File: config.mk
export PLATFORM = sky130hd
export DESIGN_NAME = ddac_slave
export DESIGN_NICKNAME = d
export VERILOG_FILES = /design/src/include/ddac_pkg.sv /design/src/core/ddac_cond_det.sv /design/src/core/ddac_channel.sv /design/src/core/ddac_slave.sv
export SDC_FILE = /design/constraint.sdc
export NUM_CORES = 1
export LEC_CHECK = 0
export BUFFER_PORTS_ARGS = -buffer_cell sky130_fd_sc_hd__buf_4
export CORE_MARGIN = 2
export CORE_UTILIZATION = 25
export DETAILED_ROUTE_END_ITERATION = 7
export PLACE_DENSITY_LB_ADDON = 0.15
export SLEW_MARGIN = 20
export SYNTH_ARGS = -nofsm -noshare
export SYNTH_HDL_FRONTEND = slang
export SYNTH_HIERARCHICAL = 1
export SYNTH_SLANG_ARGS = --single-unit
File: constraint.sdc
create_clock -name core_clk -period 2.5 [get_ports core_clk]
set_input_delay 0.25 -clock core_clk [delete_from_list [all_inputs] [get_ports core_clk]]
set_output_delay 0.25 -clock core_clk [all_outputs]
set_load 0.005 [all_outputs]
File: src/include/ddac_pkg.sv
// Package: constants and carrier types for the dual DAC two-wire slave
package ddac_pkg;
    // Slave address: fixed upper six bits, low bit from the select pin
    localparam logic [5:0] ADDR_UPPER = 6'h06;
    // Data word field positions
    localparam int MODE_HI_POS = 15;
    localparam int MODE_LO_POS = 14;
    localparam int CLEAR_POS = 13;
    localparam int LOAD_POS = 12;
    localparam int CODE_MSB_POS = 11;
    // Pointer byte field positions
    localparam int PTR_A_POS = 0;
    localparam int PTR_B_POS = 1;
    // Reset values
    localparam logic [1:0] PTR_RESET = 2'h0;
    localparam logic [15:0] DEFAULT_WORD = 16'h2000;
    localparam logic [7:0] BYTE_RESET = 8'h00;
    // Power-up exit time after eighth clock of the data byte
    localparam real PD_EXIT_US = 2.5;
    localparam real CLK_MHZ = 20.0;
    localparam int PD_EXIT_CYC = int'(PD_EXIT_US * CLK_MHZ);

    // Power modes
    typedef enum logic [1:0] {
        DDAC_PM_NORMAL = 2'b00,
        DDAC_PM_1K = 2'b01,
        DDAC_PM_100K = 2'b10,
        DDAC_PM_HIZ = 2'b11
    } ddac_pmode_t;

    // One open-drain pin as two signals
    typedef struct packed {
        logic out;
        logic oe;
    } ddac_pin_drv_t;

    // Decoded data word fields
    typedef struct packed {
        ddac_pmode_t mode;
        logic clearAllN;
        logic syncLoadN;
        logic [11:0] code;
    } ddac_word_t;
endpackage

File: src/core/ddac_cond_det.sv
// Start and stop condition detector on the bus pins
module ddac_cond_det
    import ddac_pkg::*;
(
    input wire logic core_clk,
    input wire logic sys_rst,
    input wire logic sclIn,
    input wire logic sdaIn,
    output logic startSeen,
    output logic stopSeen,
    output logic sclRise,
    output logic sclFall
);
    logic sclPrev;
    logic sdaPrev;
    logic next_sclPrev;
    logic next_sdaPrev;

    // Previous pin levels; pins are synchronous to the clock
    always_comb begin
        next_sclPrev = sclIn;
        next_sdaPrev = sdaIn;
    end

    always_ff @(posedge core_clk or posedge sys_rst) begin
        if (sys_rst) begin
            sclPrev <= 1'b1;
            sdaPrev <= 1'b1;
        end else begin
            sclPrev <= next_sclPrev;
            sdaPrev <= next_sdaPrev;
        end
    end

    // Data moving while the clock is high marks start or stop
    assign startSeen = sclIn && sclPrev && sdaPrev && !sdaIn;
    assign stopSeen = sclIn && sclPrev && !sdaPrev && sdaIn;
    assign sclRise = sclIn && !sclPrev;
    assign sclFall = !sclIn && sclPrev;
endmodule

File: src/core/ddac_channel.sv
// One DAC channel: input register, held register and power mode
module ddac_channel
    import ddac_pkg::*;
#(
    parameter int CODE_W = 12
) (
    input wire logic core_clk,
    input wire logic sys_rst,
    input wire logic writeEn,
    input wire logic clearAll,
    input wire logic loadAll,
    input wire ddac_word_t wordIn,
    output ddac_word_t inputWord,
    output logic [CODE_W-1:0] heldCode,
    output ddac_pmode_t powerMode
);
    ddac_word_t next_inputWord;
    logic [CODE_W-1:0] next_heldCode;
    ddac_pmode_t next_powerMode;
    logic dirty;
    logic next_dirty;

    // Clear beats write; load moves only freshly written codes
    always_comb begin
        next_inputWord = inputWord;
        next_heldCode = heldCode;
        next_powerMode = powerMode;
        next_dirty = dirty;
        if (clearAll) begin
            next_inputWord = '{DDAC_PM_NORMAL, 1'b1, 1'b1, 12'h000};
            next_heldCode = '0;
            next_dirty = 1'b0;
        end else if (writeEn) begin
            next_inputWord = wordIn;
            next_powerMode = wordIn.mode;
            next_dirty = 1'b1;
        end
        if (!clearAll && loadAll && (dirty || writeEn)) begin
            next_heldCode = next_inputWord.code[11 -: CODE_W];
            next_dirty = 1'b0;
        end
    end

    always_ff @(posedge core_clk or posedge sys_rst) begin
        if (sys_rst) begin
            inputWord <= '{DDAC_PM_NORMAL, 1'b1, 1'b1, 12'h000};
            heldCode <= '0;
            powerMode <= DDAC_PM_NORMAL;
            dirty <= 1'b0;
        end else begin
            inputWord <= next_inputWord;
            heldCode <= next_heldCode;
            powerMode <= next_powerMode;
            dirty <= next_dirty;
        end
    end
endmodule

File: src/core/ddac_slave.sv
// Two-wire slave command interface of the dual DAC
// Summary of operation
// - Both channel bits set: same data and control go to both channels.
// - Readback with both or no channel gives zero word with clear bit 1.
// - Write opens with address and direction 0; device acknowledges low.
// - Pointer byte then two data bytes, each acknowledged, then stop.
// - Pointer readback: repeated start, address direction 1, two bytes out.
// - Read bytes use write layout with don't-care bits as zero.
// - Master acknowledge after second byte repeats both bytes again.
// - Direct read uses the last stored pointer.
// - Input register loads only when a full write completes.
// - Load bit high keeps DAC registers unchanged.
// - Load bit low moves input to DAC registers of written channels.
// - Only channels written since the last load are updated.
// - Mode comes from data word bits 15 and 14.
// - Modes: normal, 1k to ground, 100k to ground, high impedance.
// - Power-down leaves register contents intact.
// - Power-up exit timed from eighth clock of the second data byte.
// - Respond only to own address; low bit from select pin.
// - Address upper six bits are 000110.
// - Word: mode, clear bit 13, load bit 12, left-justified code.
// - Clear bit low zeroes all input and DAC registers.
// - Pointer bit 1 selects B, bit 0 selects A.
module ddac_slave
    import ddac_pkg::*;
#(
    parameter int CODE_W = 12
) (
    input wire logic core_clk,
    input wire logic sys_rst,
    input wire logic sclIn,
    input wire logic sdaIn,
    output logic sdaOut,
    output logic sdaOe,
    input wire logic addr_select_pin,
    output logic [CODE_W-1:0] chanACode,
    output logic [CODE_W-1:0] chanBCode,
    output ddac_pmode_t chanAMode,
    output ddac_pmode_t chanBMode,
    output logic chanAWaking,
    output logic chanBWaking
);
    // Only the three code widths fit the word layout
    if (!(CODE_W == 8 || CODE_W == 10 || CODE_W == 12)) begin : gen_bad_w
        $error("CODE_W must be 8, 10 or 12");
    end

    typedef enum logic [2:0] {
        DDAC_ST_IDLE = 3'b000,
        DDAC_ST_ADDR = 3'b001,
        DDAC_ST_PTR = 3'b011,
        DDAC_ST_DATA = 3'b010,
        DDAC_ST_READ = 3'b110,
        DDAC_ST_DONE = 3'b111
    } ddac_state_t;

    logic startSeen, stopSeen, sclRise, sclFall;
    ddac_state_t state, next_state;
    logic [7:0] shiftReg, next_shiftReg;
    logic [3:0] bitCnt, next_bitCnt;
    logic inAck, next_inAck;
    logic ackDrive, next_ackDrive;
    logic [1:0] ptr, next_ptr;
    logic [7:0] hiByte, next_hiByte;
    logic byteIdx, next_byteIdx;
    logic dataDone, next_dataDone;
    logic masterNack, next_masterNack;
    logic [1:0] wakeSet;
    logic [15:0] readWord;
    logic writeA, writeB, clearAll, loadAll;
    ddac_word_t wordIn, inWordA, inWordB;
    logic [$clog2(PD_EXIT_CYC+1)-1:0] wakeCnt [2];
    // Keeps only the code bits that a narrow build really has
    localparam logic [15:0] LOW_MASK =
        16'hffff << (CODE_MSB_POS + 1 - CODE_W);

    ddac_cond_det u_cond (
        .core_clk(core_clk),
        .sys_rst(sys_rst),
        .sclIn(sclIn),
        .sdaIn(sdaIn),
        .startSeen(startSeen),
        .stopSeen(stopSeen),
        .sclRise(sclRise),
        .sclFall(sclFall)
    );

    // Map a pointer to the readback word; unused code bits read zero
    function automatic logic [15:0] read_word(input logic [1:0] p,
                                              input ddac_word_t a,
                                              input ddac_word_t b);
        logic [15:0] w;
        w = DEFAULT_WORD;
        if (p == 2'b01)
            w = a;
        else if (p == 2'b10)
            w = b;
        w = w & LOW_MASK;
        return w;
    endfunction

    assign readWord = read_word(ptr, inWordA, inWordB);
    // Received word: mode, clear, load, left-justified code
    assign wordIn = {ddac_pmode_t'(hiByte[7:6]), hiByte[5], hiByte[4],
                     hiByte[3:0], shiftReg};
    assign writeA = dataDone && stopSeen && ptr[PTR_A_POS];
    assign writeB = dataDone && stopSeen && ptr[PTR_B_POS];
    assign clearAll = dataDone && stopSeen && !wordIn.clearAllN;
    assign loadAll = dataDone && stopSeen && !wordIn.syncLoadN;

    // Bus protocol state machine, bit counting and acknowledge
    always_comb begin
        next_state = state;
        next_shiftReg = shiftReg;
        next_bitCnt = bitCnt;
        next_inAck = inAck;
        next_ackDrive = ackDrive;
        next_ptr = ptr;
        next_hiByte = hiByte;
        next_byteIdx = byteIdx;
        next_dataDone = dataDone;
        next_masterNack = masterNack;
        wakeSet = 2'b00;
        if (startSeen) begin
            next_state = DDAC_ST_ADDR; // repeated start restarts here
            next_bitCnt = 4'h0;
            next_inAck = 1'b0;
            next_ackDrive = 1'b0;
            next_dataDone = 1'b0;
        end else if (stopSeen) begin
            next_state = DDAC_ST_IDLE;
            next_ackDrive = 1'b0;
            next_dataDone = 1'b0;
        end else if (state != DDAC_ST_IDLE && sclRise) begin
            if (inAck) begin
                next_masterNack = sdaIn;
            end else begin
                // Read bytes move on falls; a taken data word stays put
                // so the clock rise of the stop cannot corrupt it
                if (state != DDAC_ST_READ && !dataDone)
                    next_shiftReg = {shiftReg[6:0], sdaIn};
                next_bitCnt = bitCnt + 4'h1;
                if (state == DDAC_ST_DATA && byteIdx && !dataDone
                    && bitCnt == 4'h7)
                    wakeSet = ptr;
            end
        end else if (state != DDAC_ST_IDLE && sclFall) begin
            if (inAck) begin
                // Acknowledge slot ends; set up for next byte
                next_inAck = 1'b0;
                next_ackDrive = 1'b0;
                next_bitCnt = 4'h0;
                if (state == DDAC_ST_READ && masterNack)
                    next_state = DDAC_ST_DONE;
            end else if (bitCnt == 4'h8) begin
                next_inAck = 1'b1;
                case (state)
                    DDAC_ST_ADDR: begin
                        if (shiftReg[7:1] == {ADDR_UPPER, addr_select_pin})
                        begin
                            next_ackDrive = 1'b1;
                            next_byteIdx = 1'b0;
                            if (shiftReg[0]) begin
                                next_state = DDAC_ST_READ;
                                next_shiftReg = readWord[15:8];
                                next_masterNack = 1'b1;
                            end else
                                next_state = DDAC_ST_PTR;
                        end else
                            next_state = DDAC_ST_IDLE;
                    end
                    DDAC_ST_PTR: begin
                        next_ptr = {shiftReg[PTR_B_POS],
                                    shiftReg[PTR_A_POS]};
                        next_ackDrive = 1'b1;
                        next_state = DDAC_ST_DATA;
                        next_byteIdx = 1'b0;
                    end
                    DDAC_ST_DATA: begin
                        next_ackDrive = !dataDone;
                        if (!byteIdx)
                            next_hiByte = shiftReg;
                        else
                            next_dataDone = 1'b1;
                        next_byteIdx = 1'b1;
                        if (dataDone)
                            next_state = DDAC_ST_DONE;
                    end
                    DDAC_ST_READ: begin
                        // Next byte is loaded as the master's ack slot opens
                        next_ackDrive = 1'b0;
                        next_byteIdx = !byteIdx;
                        next_shiftReg = byteIdx ? readWord[15:8]
                                                : readWord[7:0];
                    end
                    default: begin
                        next_ackDrive = 1'b0;
                    end
                endcase
            end else if (state == DDAC_ST_READ && bitCnt != 4'h0) begin
                // Shift while the clock is low so data never moves high
                next_shiftReg = {shiftReg[6:0], 1'b0};
            end
        end
    end

    always_ff @(posedge core_clk or posedge sys_rst) begin
        if (sys_rst) begin
            state <= DDAC_ST_IDLE;
            shiftReg <= BYTE_RESET;
            bitCnt <= 4'h0;
            inAck <= 1'b0;
            ackDrive <= 1'b0;
            ptr <= PTR_RESET;
            hiByte <= BYTE_RESET;
            byteIdx <= 1'b0;
            dataDone <= 1'b0;
            masterNack <= 1'b0;
        end else begin
            state <= next_state;
            shiftReg <= next_shiftReg;
            bitCnt <= next_bitCnt;
            inAck <= next_inAck;
            ackDrive <= next_ackDrive;
            ptr <= next_ptr;
            hiByte <= next_hiByte;
            byteIdx <= next_byteIdx;
            dataDone <= next_dataDone;
            masterNack <= next_masterNack;
        end
    end

    // Open-drain data: only ever pull low
    assign sdaOut = 1'b0;
    assign sdaOe = ackDrive || (state == DDAC_ST_READ && !inAck
                   && !shiftReg[7]);

    ddac_channel #(.CODE_W(CODE_W)) u_chan_a (
        .core_clk(core_clk),
        .sys_rst(sys_rst),
        .writeEn(writeA),
        .clearAll(clearAll),
        .loadAll(loadAll),
        .wordIn(wordIn),
        .inputWord(inWordA),
        .heldCode(chanACode),
        .powerMode(chanAMode)
    );

    ddac_channel #(.CODE_W(CODE_W)) u_chan_b (
        .core_clk(core_clk),
        .sys_rst(sys_rst),
        .writeEn(writeB),
        .clearAll(clearAll),
        .loadAll(loadAll),
        .wordIn(wordIn),
        .inputWord(inWordB),
        .heldCode(chanBCode),
        .powerMode(chanBMode)
    );

    // Wake timers run from the eighth clock of the last data byte
    genvar g;
    for (g = 0; g < 2; g++) begin : gen_wake
        logic [$clog2(PD_EXIT_CYC+1)-1:0] next_cnt;
        always_comb begin
            next_cnt = wakeCnt[g];
            if (wakeSet[g] && wordIn.mode == DDAC_PM_NORMAL)
                next_cnt = ($clog2(PD_EXIT_CYC+1))'(PD_EXIT_CYC);
            else if (wakeCnt[g] != '0)
                next_cnt = wakeCnt[g] - 1'b1;
        end
        always_ff @(posedge core_clk or posedge sys_rst) begin
            if (sys_rst)
                wakeCnt[g] <= '0;
            else
                wakeCnt[g] <= next_cnt;
        end
    end
    assign chanAWaking = wakeCnt[0] != '0;
    assign chanBWaking = wakeCnt[1] != '0;

    // Checks
    property p_clear;
        @(posedge core_clk) disable iff (sys_rst)
        clearAll |=> (chanACode == '0 && chanBCode == '0);
    endproperty
    a_clear: assert property (p_clear) else $error("clear failed");
    property p_hold;
        @(posedge core_clk) disable iff (sys_rst)
        !loadAll && !clearAll |=> $stable(chanACode);
    endproperty
    a_hold: assert property (p_hold) else $error("code moved");
    property p_both;
        @(posedge core_clk) disable iff (sys_rst)
        writeA && writeB && wordIn.clearAllN |=> inWordA == inWordB;
    endproperty
    a_both: assert property (p_both) else $error("dual write");
    property p_mode;
        @(posedge core_clk) disable iff (sys_rst)
        writeA && !clearAll |=> chanAMode == $past(wordIn.mode);
    endproperty
    a_mode: assert property (p_mode) else $error("mode");
    property p_def;
        @(posedge core_clk) disable iff (sys_rst)
        ptr == 2'b11 || ptr == 2'b00 |-> readWord == DEFAULT_WORD;
    endproperty
    a_def: assert property (p_def) else $error("default word");
    property p_zero;
        @(posedge core_clk) disable iff (sys_rst)
        (readWord & ~LOW_MASK) == 16'h0;
    endproperty
    a_zero: assert property (p_zero) else $error("low bits");
    property p_noack;
        @(posedge core_clk) disable iff (sys_rst)
        state == DDAC_ST_IDLE && !startSeen |=> !ackDrive;
    endproperty
    a_noack: assert property (p_noack) else $error("stray ack");
    property p_wake;
        @(posedge core_clk) disable iff (sys_rst)
        $rose(chanAWaking) |-> chanAWaking [*8];
    endproperty
    a_wake: assert property (p_wake) else $error("wake short");
    c_write: cover property (@(posedge core_clk) writeA);
    c_load: cover property (@(posedge core_clk) loadAll);
    c_read: cover property (@(posedge core_clk) state == DDAC_ST_READ);
endmodule

; ---- Word level (Yosys, flattened, before mapping)
; Index checks and enable logic that the tools add are counted.
[op_classes]
addsub = 3
eq_ne = 31
muxes = 84
n_bitwise = 6
n_reduce_logical = 79
[op_table]
columns = cell, count
row1 = $mux W16, 6
row2 = $mux W8, 10
row3 = $mux W1, 36
row4 = $mux W12, 3
row5 = $mux W3, 10
row6 = $reduce_bool A3 Y1, 10
row7 = $logic_and A1 B1 Y1, 27
row8 = $mux W4, 6
row9 = $mux W6, 4
row10 = $reduce_and A9 Y1, 2
row11 = $reduce_bool A6 Y1, 3
row12 = $pmux W8 S2, 1
row13 = $reduce_and A8 Y1, 2
row14 = $reduce_bool A2 Y1, 8
row15 = $ne A3 B3 Y1 const B, 5
row16 = $ne A2 B2 Y1 const B, 6
row17 = $reduce_and A6 Y1, 2
row18 = $reduce_bool A4 Y1, 3
row19 = $sub A6 B1 Y6 const B, 2
row20 = $logic_not A1 Y1, 11
row21 = $mux W2, 5
row22 = $ne A5 B5 Y1 const B, 2
row23 = $reduce_and A10 Y1, 1
row24 = $ne A3 B2 Y1 const B, 3
row25 = other kinds (23), 35
[word_totals]
reg_bits = 106

; ---- Depth between registers and ports, before layout
; Gate-level depths: netlist (run 1).
[logic_depth]
depth_word = 11
depth_mapped = 9
ltp_nobuf = 8

; ---- By module
; Netlist (run 1), hierarchy kept.
[by_module_without_submodules]
columns = mod, instances, cells_each, area_per_inst_um2, seq_area_each_um2
row1 = ddac_slave, 1, 294, 2673.8, 1051.0
row2 = ddac_channel, 2, 104, 1258.7, 778.2
row3 = ddac_cond_det, 1, 7, 88.8, 52.6

; ---- Least setup slack after synthesis (run 1)
; Ideal clock, no wire load.
[synth_path]
kind = reg2reg
from = register u_cond.sclPrev
to = register hiByte[0]
arrival_time_ns = 2.129
required_ns = 2.375
setup_slack_ns = 0.246
path_stages_with_launch = 8
path_buffers = 2
period_less_slack_ns = 2.254
cell_sequence = dfstp_2 > and4b_1 > clkbuf_1 > or3_1 > nor3_1 > and3b_1 > buf_2 > mux2_2
[synth_via]
elab_chain_len = 5
elab_cells_between_ends = 14
cone_classes = bitwise: 3 / reduce/logical: 11
[synth_lines]
columns = element, line
row1 = "start, declared", ddac_cond_det.sv:14  ; logic sclPrev;
row2 = "start signal, assigned", ddac_cond_det.sv:30  ; sclPrev <= next_sclPrev;
row3 = $logic_and A1 B1 Y1 (3 in a row), ddac_cond_det.sv:36  ; assign startSeen = sclIn && sclPrev && sdaPrev && !sdaIn;
row4 = named net startSeen, ddac_slave.sv:57  ; logic startSeen, stopSeen, sclRise, sclFall;
row5 = $not A1 Y1 (no line), n/a
row6 = $reduce_and A8 Y1 (no line), n/a
row7 = "end signal, assigned", ddac_slave.sv:226  ; hiByte <= next_hiByte;
row8 = "end, declared", ddac_slave.sv:64  ; logic [7:0] hiByte, next_hiByte;
; The timed path passes the listed nets, and every way through them passes these cells.
; A chain may end at the register's enable or synchronous reset.

; ---- Worst setup path after layout (run 1)
[layout_path]
from = input sclIn
to = register hiByte[7]
[layout_via]
elab_chain_len = 5
elab_cells_between_ends = 14
cone_classes = bitwise: 3 / reduce/logical: 11
[layout_lines]
columns = element, line
row1 = "start, declared", ddac_slave.sv:31  ; input wire logic sclIn,
row2 = $logic_and A1 B1 Y1 (3 in a row), ddac_cond_det.sv:36
row3 = named net startSeen, ddac_slave.sv:57
row4 = $not A1 Y1 (no line), n/a
row5 = $reduce_and A8 Y1 (no line), n/a
; The timed path passes the listed nets, and every way through them passes these cells.

==> metrics, run 1 <==
full die area 22,300 um2; vias in the first global route between 4,000 and 5,000; clock buffer depth 2; DRC 0; Final Wtd Congestion 0.840; post-route setup TNS 0 ns; final worst clock skew a little over 0.01 ns; Die H roughly 150 um; post-layout instance area 6270 um2; Crit path required time approximately 2.7 ns; Port Buffers 35; largest area contributor in the netlist dfrtp_1; Die X 149 um; Most used DFF post-synth dfrtp_1; grt ovf 0; Tmin final ~2.4 ns; HP Class primary input to flip-flop; via density per instance 4.82; Max-cap violations 0; Crit-path slowest cell dlygate4sd3_1; Area growth syn-to-layout 18.7%; Final nets approximately 560; starting density of the core 0.253; Worst EP arrival roughly 2.6 ns; endpoints failing setup 0; initial antenna violation count 0; all-layer global routing usage 0.135; # diodes 0; syn nets 519; total I/O pin count 37; placed cells approximately 810; Netlist cell types between 60 and 70; Yosys warnings 6; Post-synth ARST share 1.00; mapped cell area around 5300 um2; core area about 21,000 um2; Buf+Inv Stages, Crit Path 2; critical path peak fanout 8; num rows 53; CTS H-Tree Depth 3; VDD IR max around 0.00029 V; WS Path Type primary input to flip-flop; dpl hpwl 10,400 um; setup bufs post-CTS 0; cts bufs inserted 9; Clock Pin Slew Worst Setup and Hold Paths roughly 0.080 ns; Non-Filler Instances 831; area share of the largest cell type after synthesis 0.474; syn avg cell area 10.4 um2; number of synthesized flops with an enable pin 0; delay-heaviest family, CP simple AND/OR/NAND/NOR gates; CP cell instances dlygate4sd3_1 > buf_4 > and4b_1 > or3_1 > nor3_1 > and3b_2 > mux2_2; Detailed Route Iter0 Violations between 200 and 250; Root Buffer clkbuf_16; Area after DPL 5940 um2; Slew Limit Fails 0; worst-skew pair later-pin latency between 0.3 and 0.4 ns; CP Capture Type flip-flop; Final period util 0.943; Hold Vio Cnt, Final 0; slew margin rel. 0.604; cell with the most instances after synthesis dfrtp_1; type of origin of the critical path primary input; RSZ-0062 raised after global routing false; Final Power ~3.8 mW; via count 4,007; sequential-to-total area share from yosys stat 0.504; largest net degree at the start of global routing 33; final design utilization 0.300; global-route wire length before repair around 23,000 um; Static Leak ~2.8 nW; top cells by area, synth dfrtp_1 (47%), mux2i_1 (6.6%), o211ai_1 (3.7%); Power Density between 600 and 700 nW/um2; total routed wirelength around 14,000 um; Least-Margin Pin Slew between 0.5 and 0.6 ns; CTS tree yes; Mapped Cells 509; Detailed Routing Iterations Pass 1 4; wire per inst 17.2 um; Sink Count 106; status complete, no violations; Max Freq approximately 420 MHz; share of post-route cells with drive strength above 1 0.214; post-synthesis register bit count ~110; DRT antenna net count 0; Synth top cells by count dfrtp_1 (100), nor2_1 (50), nand2_1 (38); crit-path max cell delay between 0.5 and 0.6 ns
## per-stage QoR
step	setup slack (ns)	hold WS (ns)
global route	0.0584	0.00580
global placement	0.134	0.317
detailed placement	0.0909	0.325
CTS	0.0498	0.00659
floorplan	0.246	0.162
finish	0.143	0.0188
## cell usage in the layout (no fill, tap or decap), types with 4 or more instances in the layout
master | Yosys | routed
a21oi_1 | 18 | 18
a22o_1 | 6 | 6
a22oi_1 | 9 | 9
buf_4 | 1 | 62
clkbuf_16 | 0 | 9
dfrtp_1 | 100 | 100
dfstp_2 | 6 | 6
ha_1 | 5 | 5
inv_1 | 14 | 14
mux2_1 | 4 | 4
mux2_2 | 11 | 11
mux2_4 | 7 | 7
mux2i_1 | 35 | 35
nand2_1 | 38 | 38
nand2b_1 | 7 | 7
nand3_1 | 7 | 7
nor2_1 | 50 | 49
nor2b_1 | 12 | 10
nor3_1 | 10 | 9
o211ai_1 | 26 | 26
o21ai_0 | 19 | 19
o21ai_1 | 25 | 25
or3_1 | 8 | 8
## worst paths after layout
path | from | end | slack (ns) | cells after the start
setup / recovery | sclIn | hiByte[7] | 0.14 | 7
hold / removal | sdaIn | u_cond/sdaPrev | 0.02 | 1
setup reg to reg | u_cond/sclPrev | hiByte[7] | 0.22 | 6
hold reg to reg | u_chan_b/powerMode[1] | u_chan_b/powerMode[1] | 0.49 | 1
max in group asynchronous | sys_rst | wakeCnt[3] | 1.22 | 4
min in group asynchronous | sys_rst | shiftReg[0] | 0.49 | 3
## per-layer routing
| layer | wire length [um] | vias up | GRT usage |
|---|---|---|---|
| met4 | 171 | 0 | 0.0319 |
| met5 | 0 | - | 0 |
| met3 | 537 | 12 | 0.0321 |
| li1 | - | 1897 | - |
| met1 | 6300 | 2037 | 0.171 |
| met2 | 7260 | 61 | 0.233 |
## repair_timing
item / CTS / global route
resized for setup: 0 / 4
hold endpoints to repair: 13 / 0
setup endpoints to repair: 0 / 17
hold buffers: 2 / 0
## where the power goes
group          switching [mW]  internal [mW]  leakage (nW)
registers               0.168           1.79          1.44
logic                   0.233          0.225          1.24
clock network           0.706          0.695         0.137
## cell families (layout without fill, tap and decap cells)
logic type                 count (synthesis)  count (layout)  share of synthesized area
AOI/OAI and AO/OA                        124             124                      0.154
buffers and inverters                     50              97                     0.0431
DFF                                      106             106                      0.504
xor gates and xnor gates                   4               4                    0.00664
adders and majority gates                  5               5                     0.0118
muxes                                     57              57                      0.118
other                                      1               1                   0.000710
and+or+nand+nor                          162             162                      0.162
## registers in the layout, summed over array words and instances, names as in the netlist
name / count
u_chan_a/inputWord: 16
u_chan_b/inputWord: 16
u_chan_a/heldCode: 12
u_chan_b/heldCode: 12
wakeCnt: 12
hiByte: 8
shiftReg: 8
bitCnt: 4
state: 3
ptr: 2
u_chan_a/powerMode: 2
u_chan_b/powerMode: 2
ackDrive: 1
byteIdx: 1
dataDone: 1
inAck: 1
masterNack: 1
u_chan_a/dirty: 1
u_chan_b/dirty: 1
u_cond/sclPrev: 1
u_cond/sdaPrev: 1
## area by class of cell
class	count	area, um2
clock inverters	7	65.1
repair buffers	65	505
fillers	2160	14600
multi-input cells	353	2410
well taps	275	344
clock buffers	9	225
flip-flops and latches	106	2660
inverters	16	60.1
(Power assumes the default switching activity.)
==> inputs of run 2 (changes only) <==
- clock period: 2.5 -> 2.1 ns (I/O delays scaled with it)
==> run 2 against run 1 <==
  * First-iteration DRC count down 7.4%
  * Critical path type is now flip-flop to flip-flop
  * Largest cell class unchanged
  * Highest routed layer unchanged
  * Critical path depth unchanged
  * Largest power group unchanged
  * Critical endpoint is now shiftReg[5]
  * Via count rose by 2.1%
  * Sequential share of layout area decreased by 2.5 points
  * Sequential power increased by 13%
  * The flow now finishes with violations (negative hold slack, negative setup slack)
  * Clock skew down 0.0048 ns
  * Count of clock-buffer cells in the layout is 3 higher
==> metrics, run 2 (same netlist as run 1, synthesis figures left out) <==
status finished with violations; violated checks negative hold slack, negative setup slack; RSZ-0062 raised after global routing true; num rows 53 (unchanged); type of origin of the critical path flip-flop; WS Path Type flip-flop to flip-flop; area occupied by multi-input gates 2470 um2 (+2.7%); Crit-path slowest cell dfstp_2; Largest regs u_chan_a/inputWord (16), u_chan_b/inputWord (16); Power Density 713 nW/um2 (+17%); Die X 149 um (unchanged); R2R cell count 7 (+1); Sink Count 106 (unchanged); worst-skew pair later-pin latency 0.35 ns (about the same); worst hold path endpoint u_cond/sclPrev; Worst EP arrival 2.40 ns (-0.20 ns); initial antenna violation count 0 (unchanged); Root Buffer clkbuf_16; all-layer global routing usage 0.137 (+0.00248); Hold Crit Depth 1 (unchanged); core area 20,900 um2 (unchanged); CTS H-Tree Depth 3 (unchanged); via density per instance 4.73 (-1.9%); final design utilization 0.319 (+0.0188); fillers 2,168 (+0.37%); HP Class primary input to flip-flop; slew margin rel. 0.606 (+0.00200); DRT antenna net count 0 (unchanged); share of post-route cells with drive strength above 1 0.266 (+0.0521); dpl hpwl 10,900 um (+4.7%); DRC 0 (unchanged); R2R setup slack -0.06 ns (-0.28 ns); hold_sp sclIn; Final Power 4.75 mW (+24%); Die H 149 um (unchanged); worst setup margin -0.0571 ns (-0.200 ns); CTS tree yes; critical path peak fanout 7 (-1); Final period util 1.03; VDD IR max 0.000387 V (+34%); endpoints failing setup 17 (+17); cts bufs inserted 9 (unchanged); global-route wire length before repair 23,200 um (+0.96%); total routed wirelength 14,700 um (+3.4%); wire per inst 17.1 um (-0.70%); Detailed Route Iter0 Violations 199 (-7.4%); delay-heaviest family, CP simple AND/OR/NAND/NOR gates; Detailed Routing Iterations Pass 1 5 (+1); starting density of the core 0.253 (unchanged); Reg-to-Reg Start u_cond/sdaPrev; full die area 22,300 um2 (unchanged); CTS Hold Bufs 2 (unchanged); CP Capture Type flip-flop; r2r endpoint shiftReg[5]; Final nets 596 (+6.2%); clock buffer depth 2 (unchanged); Slew Limit Fails 0 (unchanged); Crit path required time 2.34 ns (-0.40 ns); crit-path max cell delay 0.52 ns (-0.02 ns); total I/O pin count 37 (unchanged); largest net degree at the start of global routing 43 (+30%); Max Freq around 460 MHz; Hold Vio Cnt, Final 1 (+1); Area growth syn-to-layout 26.1%; final worst clock skew 0.00559 ns (-0.00479 ns); Tmin final between 2 and 2.5 ns; Final Wtd Congestion 0.849 (+1.2%); Max-cap violations 0 (unchanged); Clock Pin Slew Worst Setup and Hold Paths 0.07 ns (about the same); Buf+Inv Stages, Crit Path 0 (-2); most common cell after layout, fill and taps aside dfrtp_1; Static Leak 3.02 nW (+7.4%); sequential cell area 2660 um2 (unchanged); vias in the first global route 4,142 (+0.24%); CP cell instances and4b_2 > or3_4 > nor2_4 > a31oi_2 > nor4_4 > o21ai_4 > mux2_4; Port Buffers 35 (unchanged); # diodes 0 (unchanged); grt ovf 0 (unchanged); via count 4,091 (+2.1%); commonest non-fill, non-tap cells in the layout dfrtp_1 (100), buf_4 (92), nor2_1 (48), nand2_1 (38), mux2i_1 (35); Least-Margin Pin Slew 0.591 ns (-0.00236 ns); Hold Slack -0.0183 ns (-0.0371 ns)
run 2: changes by cell type in the layout (fill, tap and decap cells not counted), sizes merged:
cell / before / now
buf: 63 / 98
bufinv: 0 / 1
clkbuf: 9 / 12
clkinv: 3 / 0
clkinvlp: 2 / 1
inv: 18 / 17
run 2: worst max-delay path by stage:
stage / end / start / slack, ns / depth (start not counted)
after floorplan: shiftReg[1] / u_cond/sdaPrev / 0.005 / 7
after global placement: shiftReg[1] / u_cond/sdaPrev / -0.01 / 7
after detailed placement: shiftReg[7] / u_cond/sdaPrev / -0.08 / 7
after CTS: shiftReg[7] / u_cond/sdaPrev / -0.08 / 7
after global routing: shiftReg[5] / u_cond/sdaPrev / -0.13 / 7
final: shiftReg[5] / u_cond/sdaPrev / -0.06 / 7
run 2: repair_timing:
item | 4_1_cts | 5_1_grt
gates resized for setup | 4 | 16
setup endpoints to repair | 17 | 24
endpoints found under the hold margin | 62 | 1
setup buffers | 2 | 1
run 2: layout make-up:
cell class / instances / share of cell area
sequential: 106 / 0.399
multi-input combinational: 353 / 0.371
timing repair buffer: 100 / 0.123
tap: 275 / 0.0517
clock buffer: 12 / 0.0385
inverter: 16 / 0.00902
clock inverter: 3 / 0.00695
run 2: metal layers:
metal  global-route usage  part of all wire
met5                    0                 0
met4               0.0490             0.018
met3               0.0235             0.032
met2                0.243              0.51
met1                0.168              0.44
run 2: report_power, final:
part / internal (mW) / leakage [nW] / total (mW) / switching [mW]
registers: 2.14 / 1.44 / 2.22 / 0.0789
clock network: 0.989 / 0.145 / 1.76 / 0.771
logic: 0.363 / 1.44 / 0.772 / 0.408
run 2: through the flow:
stage               std cells  setup slack (ns)  setup TNS (ns)  cell area [um2]
detailed placement        845           -0.0786          -0.844             6240
global placement          845           -0.0129          -0.182             6240
floorplan                 509           0.00496               0             5290
global route              865            -0.133           -2.25             6660
finish                    865           -0.0571          -0.648             6660
CTS                       864           -0.0840           -1.14             6590
==> inputs of run 3 (changes only) <==
- SYNTH_HIERARCHICAL: 1 -> unset
- clock period: 2.1 -> 2.3 ns (I/O delays scaled with it)
==> run 3 against run 2 <==
  * The flow now finishes without violations
  * Utilization down 1.1 points
  * Register-to-register slack better by 0.30 ns
  * Routed wire length down 3.2%
  * Largest cell class unchanged
  * Worst hold slack better by 0.49 ns
  * Largest power group unchanged
  * First-iteration DRC count up 60%
  * Sequential power down 2%
  * Count of clock-buffer cells in the layout down 3
  * Via count down 1.9%
  * Critical path depth down 2
==> metrics, run 3 <==
via count 4,012 (-1.9%); Max-cap violations 0 (unchanged); Static Leak 3.05 nW (+0.89%); total routed wirelength 14,300 um (-3.2%); core area 20,400 um2 (-2.5%); type of origin of the critical path flip-flop; top cells by area, synth dfrtp_1 (48%), nand3_1 (3.3%), dfstp_2 (3.0%); Die X 149 um (-0.48%); Area growth syn-to-layout 19.9%; Hold Vio Cnt, Final 0 (-1); largest area contributor in the netlist dfrtp_1; Worst EP arrival 2.30 ns (-0.10 ns); full die area 22,100 um2 (-0.95%); VDD IR max 0.000301 V (-22%); grt ovf 0 (unchanged); Die H 149 um (-0.48%); Post-synth ARST share 1.00 (unchanged); via density per instance 4.89 (+3.5%); initial antenna violation count 0 (unchanged); Detailed Route Iter0 Violations 318 (+60%); sequential-to-total area share from yosys stat 0.509 (+0.00494); Hold Slack 0.470 ns (+0.488 ns); Crit path required time 2.54 ns (+0.20 ns); post-synthesis simple-gate area fraction 0.164 (+0.00254); Largest regs u_chan_a.inputWord (16), u_chan_b.inputWord (16); CP Capture Type flip-flop; dpl hpwl 9970 um (-8.6%); post-cts resize count 0 (-4); endpoints failing setup 0 (-17); Synth top cells by count dfrtp_1 (100), nor2_1 (40), nand3_1 (34); Area after DPL 5920 um2 (-5.3%); final worst clock skew 0.00780 ns (+0.00221 ns); Tmin final 2.06 ns (-0.101 ns); Sink Count 106 (unchanged); Power Density 748 nW/um2 (+4.9%); Net Sw Frac 0.294 (+0.0294); setup bufs post-CTS 0 (-2); CTS tree yes; fillers 2,083 (-3.9%); num rows 52 (-1.9%); Placement Setup Slack 0.239 ns (+0.318 ns); DRC 0 (unchanged); Comb pwr share 0.168 (+0.005); global-route wire length before repair 23,100 um (-0.44%); area share of the largest cell type after synthesis 0.479 (+0.00465); Final Power 4.69 mW (-1.3%); number of synthesized flops with an enable pin 0 (unchanged); post-layout instance area 6270 um2 (-5.8%); HP Class primary input to asynchronous set/reset pin; syn nets 510 (-1.7%); all-layer global routing usage 0.136 (-0.00117); XOR/XNOR share of the synthesized area 0.00838 (+0.00174); slew margin rel. 0.589 (-0.0172); # diodes 0 (unchanged); syn avg cell area 10.4 um2 (+0.61%); status complete, no violations; starting density of the core 0.257 (+0.00399); Post-Synth Adder-Cell Area 0.00957 (-0.00228); Root Buffer clkbuf_16; clock buffer depth 2 (unchanged); Netlist cell types 71 (+16%); Max Freq 486 MHz (+4.9%); sequential power share 0.463 (-0.004); worst setup margin 0.244 ns (+0.301 ns); Mapped Cells 501 (-1.6%); post-synthesis mux area share 0.0751 (-0.0431); cell with the most instances after synthesis dfrtp_1; DRT antenna net count 0 (unchanged); worst-skew pair later-pin latency 0.36 ns (about the same); Psw 1.38 mW (+9.7%); commonest non-fill, non-tap cells in the layout dfrtp_1 (100), buf_4 (57), nor2_1 (40), nand3_1 (34); Detailed Routing Iterations Pass 1 4 (-1); CTS H-Tree Depth 3 (unchanged); most common cell after layout, fill and taps aside dfrtp_1; critical path peak fanout 9 (+2); WS Path Type flip-flop to flip-flop; Final nets 554 (-7.0%); Port Buffers 35 (unchanged); RSZ-0062 raised after global routing false; clock group share of total power 0.369 (-0.002); Slew Limit Fails 0 (unchanged); cts bufs inserted 9 (unchanged); Clock Pin Slew Worst Setup and Hold Paths 0.08 ns (about the same); Yosys warnings 0 (-6); vias in the first global route 4,007 (-3.3%); mapped cell area 5230 um2 (-0.97%); post-route setup TNS 0 ns (+0.648 ns); wire per inst 17.4 um (+2.1%); Final period util 0.894 (-0.133); post-synthesis register bit count 106 (unchanged); Final Wtd Congestion 0.819 (-3.5%); Most used DFF post-synth dfrtp_1; largest family of logic cells by synthesized area compound AO/OA/AOI/OAI gates; largest net degree at the start of global routing 59 (+37%); share of post-route cells with drive strength above 1 0.222 (-0.0443); Compound-Gate Fraction of Synth Area 0.179 (+0.0252); P_int 3.31 mW (-5.2%); total I/O pin count 37 (unchanged); Least-Margin Pin Slew 0.617 ns (+0.0258 ns)
-- run 3: metal layers --
metal / GRT usage / up-vias / part of all wire
met4: 0.0476 / 0 / 0.019
met1: 0.199 / 2027 / 0.50
met2: 0.200 / 79 / 0.45
li1: - / 1890 / -
met5: 0 / - / 0
met3: 0.0264 / 16 / 0.030
-- run 3: kinds of logic after synthesis --
kind of cell / after synthesis
flops: 106
other cells: 1
xor+xnor: 5
compound gates: 129
fa+ha+maj: 4
simple gates: 159
mux: 34
buf+inv: 63
-- run 3: worst paths after layout --
| kind | start | endpoint | slack [ns] | cells after the start |
|---|---|---|---|---|
| worst max register to register | state[0] | shiftReg[7] | 0.24 | 5 |
| worst min register to register | u_chan_a.inputWord[12] | u_chan_a.inputWord[12] | 0.47 | 2 |
| worst max-delay path | state[0] | shiftReg[7] | 0.24 | 5 |
| min in group core_clk | u_chan_a.inputWord[12] | u_chan_a.inputWord[12] | 0.47 | 2 |
| worst min-delay path | sys_rst | u_chan_b.heldCode[10] | 0.47 | 3 |
| max in group asynchronous | sys_rst | state[0] | 1.04 | 4 |
-- run 3: per-stage QoR --
stage          utilization  std cells
4_1_cts              0.307        819
3_3_place_gp         0.290        801
3_5_place_dp         0.290        801
2_1_floorplan            -        501
5_1_grt              0.308        820
6_report             0.308        820
-- run 3: repair_timing --
item                                    4_1_cts  5_1_grt
hold endpoints to repair                     19        1
endpoints found under the setup margin        0        0
hold buffers                                  2        1
-- run 3: power groups by stage --
stage | registers [mW] | clock network (mW) | logic, mW
final | 2.17 | 1.73 | 0.787
after CTS | 2.17 | 1.77 | 0.788
after detailed placement | 2.21 | 0 | 0.782
after global placement | 2.21 | 0 | 0.776
after global routing | 2.19 | 1.86 | 0.871
after floorplan | 2.09 | 0 | 0.626
-- run 3: final cells by class --
| class | instances | area [um2] | area share |
|---|---|---|---|
| flip-flops and latches | 106 | 2660 | 0.424 |
| multi-input cells | 332 | 2290 | 0.365 |
| repair buffers | 64 | 538 | 0.0858 |
| well taps | 270 | 338 | 0.0539 |
| clock buffers | 9 | 225 | 0.0359 |
| inverters | 32 | 124 | 0.0198 |
| clock inverters | 7 | 98.8 | 0.0158 |
-- run 3: worst max-delay path, stage by stage (launching register included) --
cell	delay (ns)
dfrtp_1	0.45
or3_1	0.52
a21oi_4	0.29
nand3_1	0.16
nand3_4	0.20
mux2_4	0.32
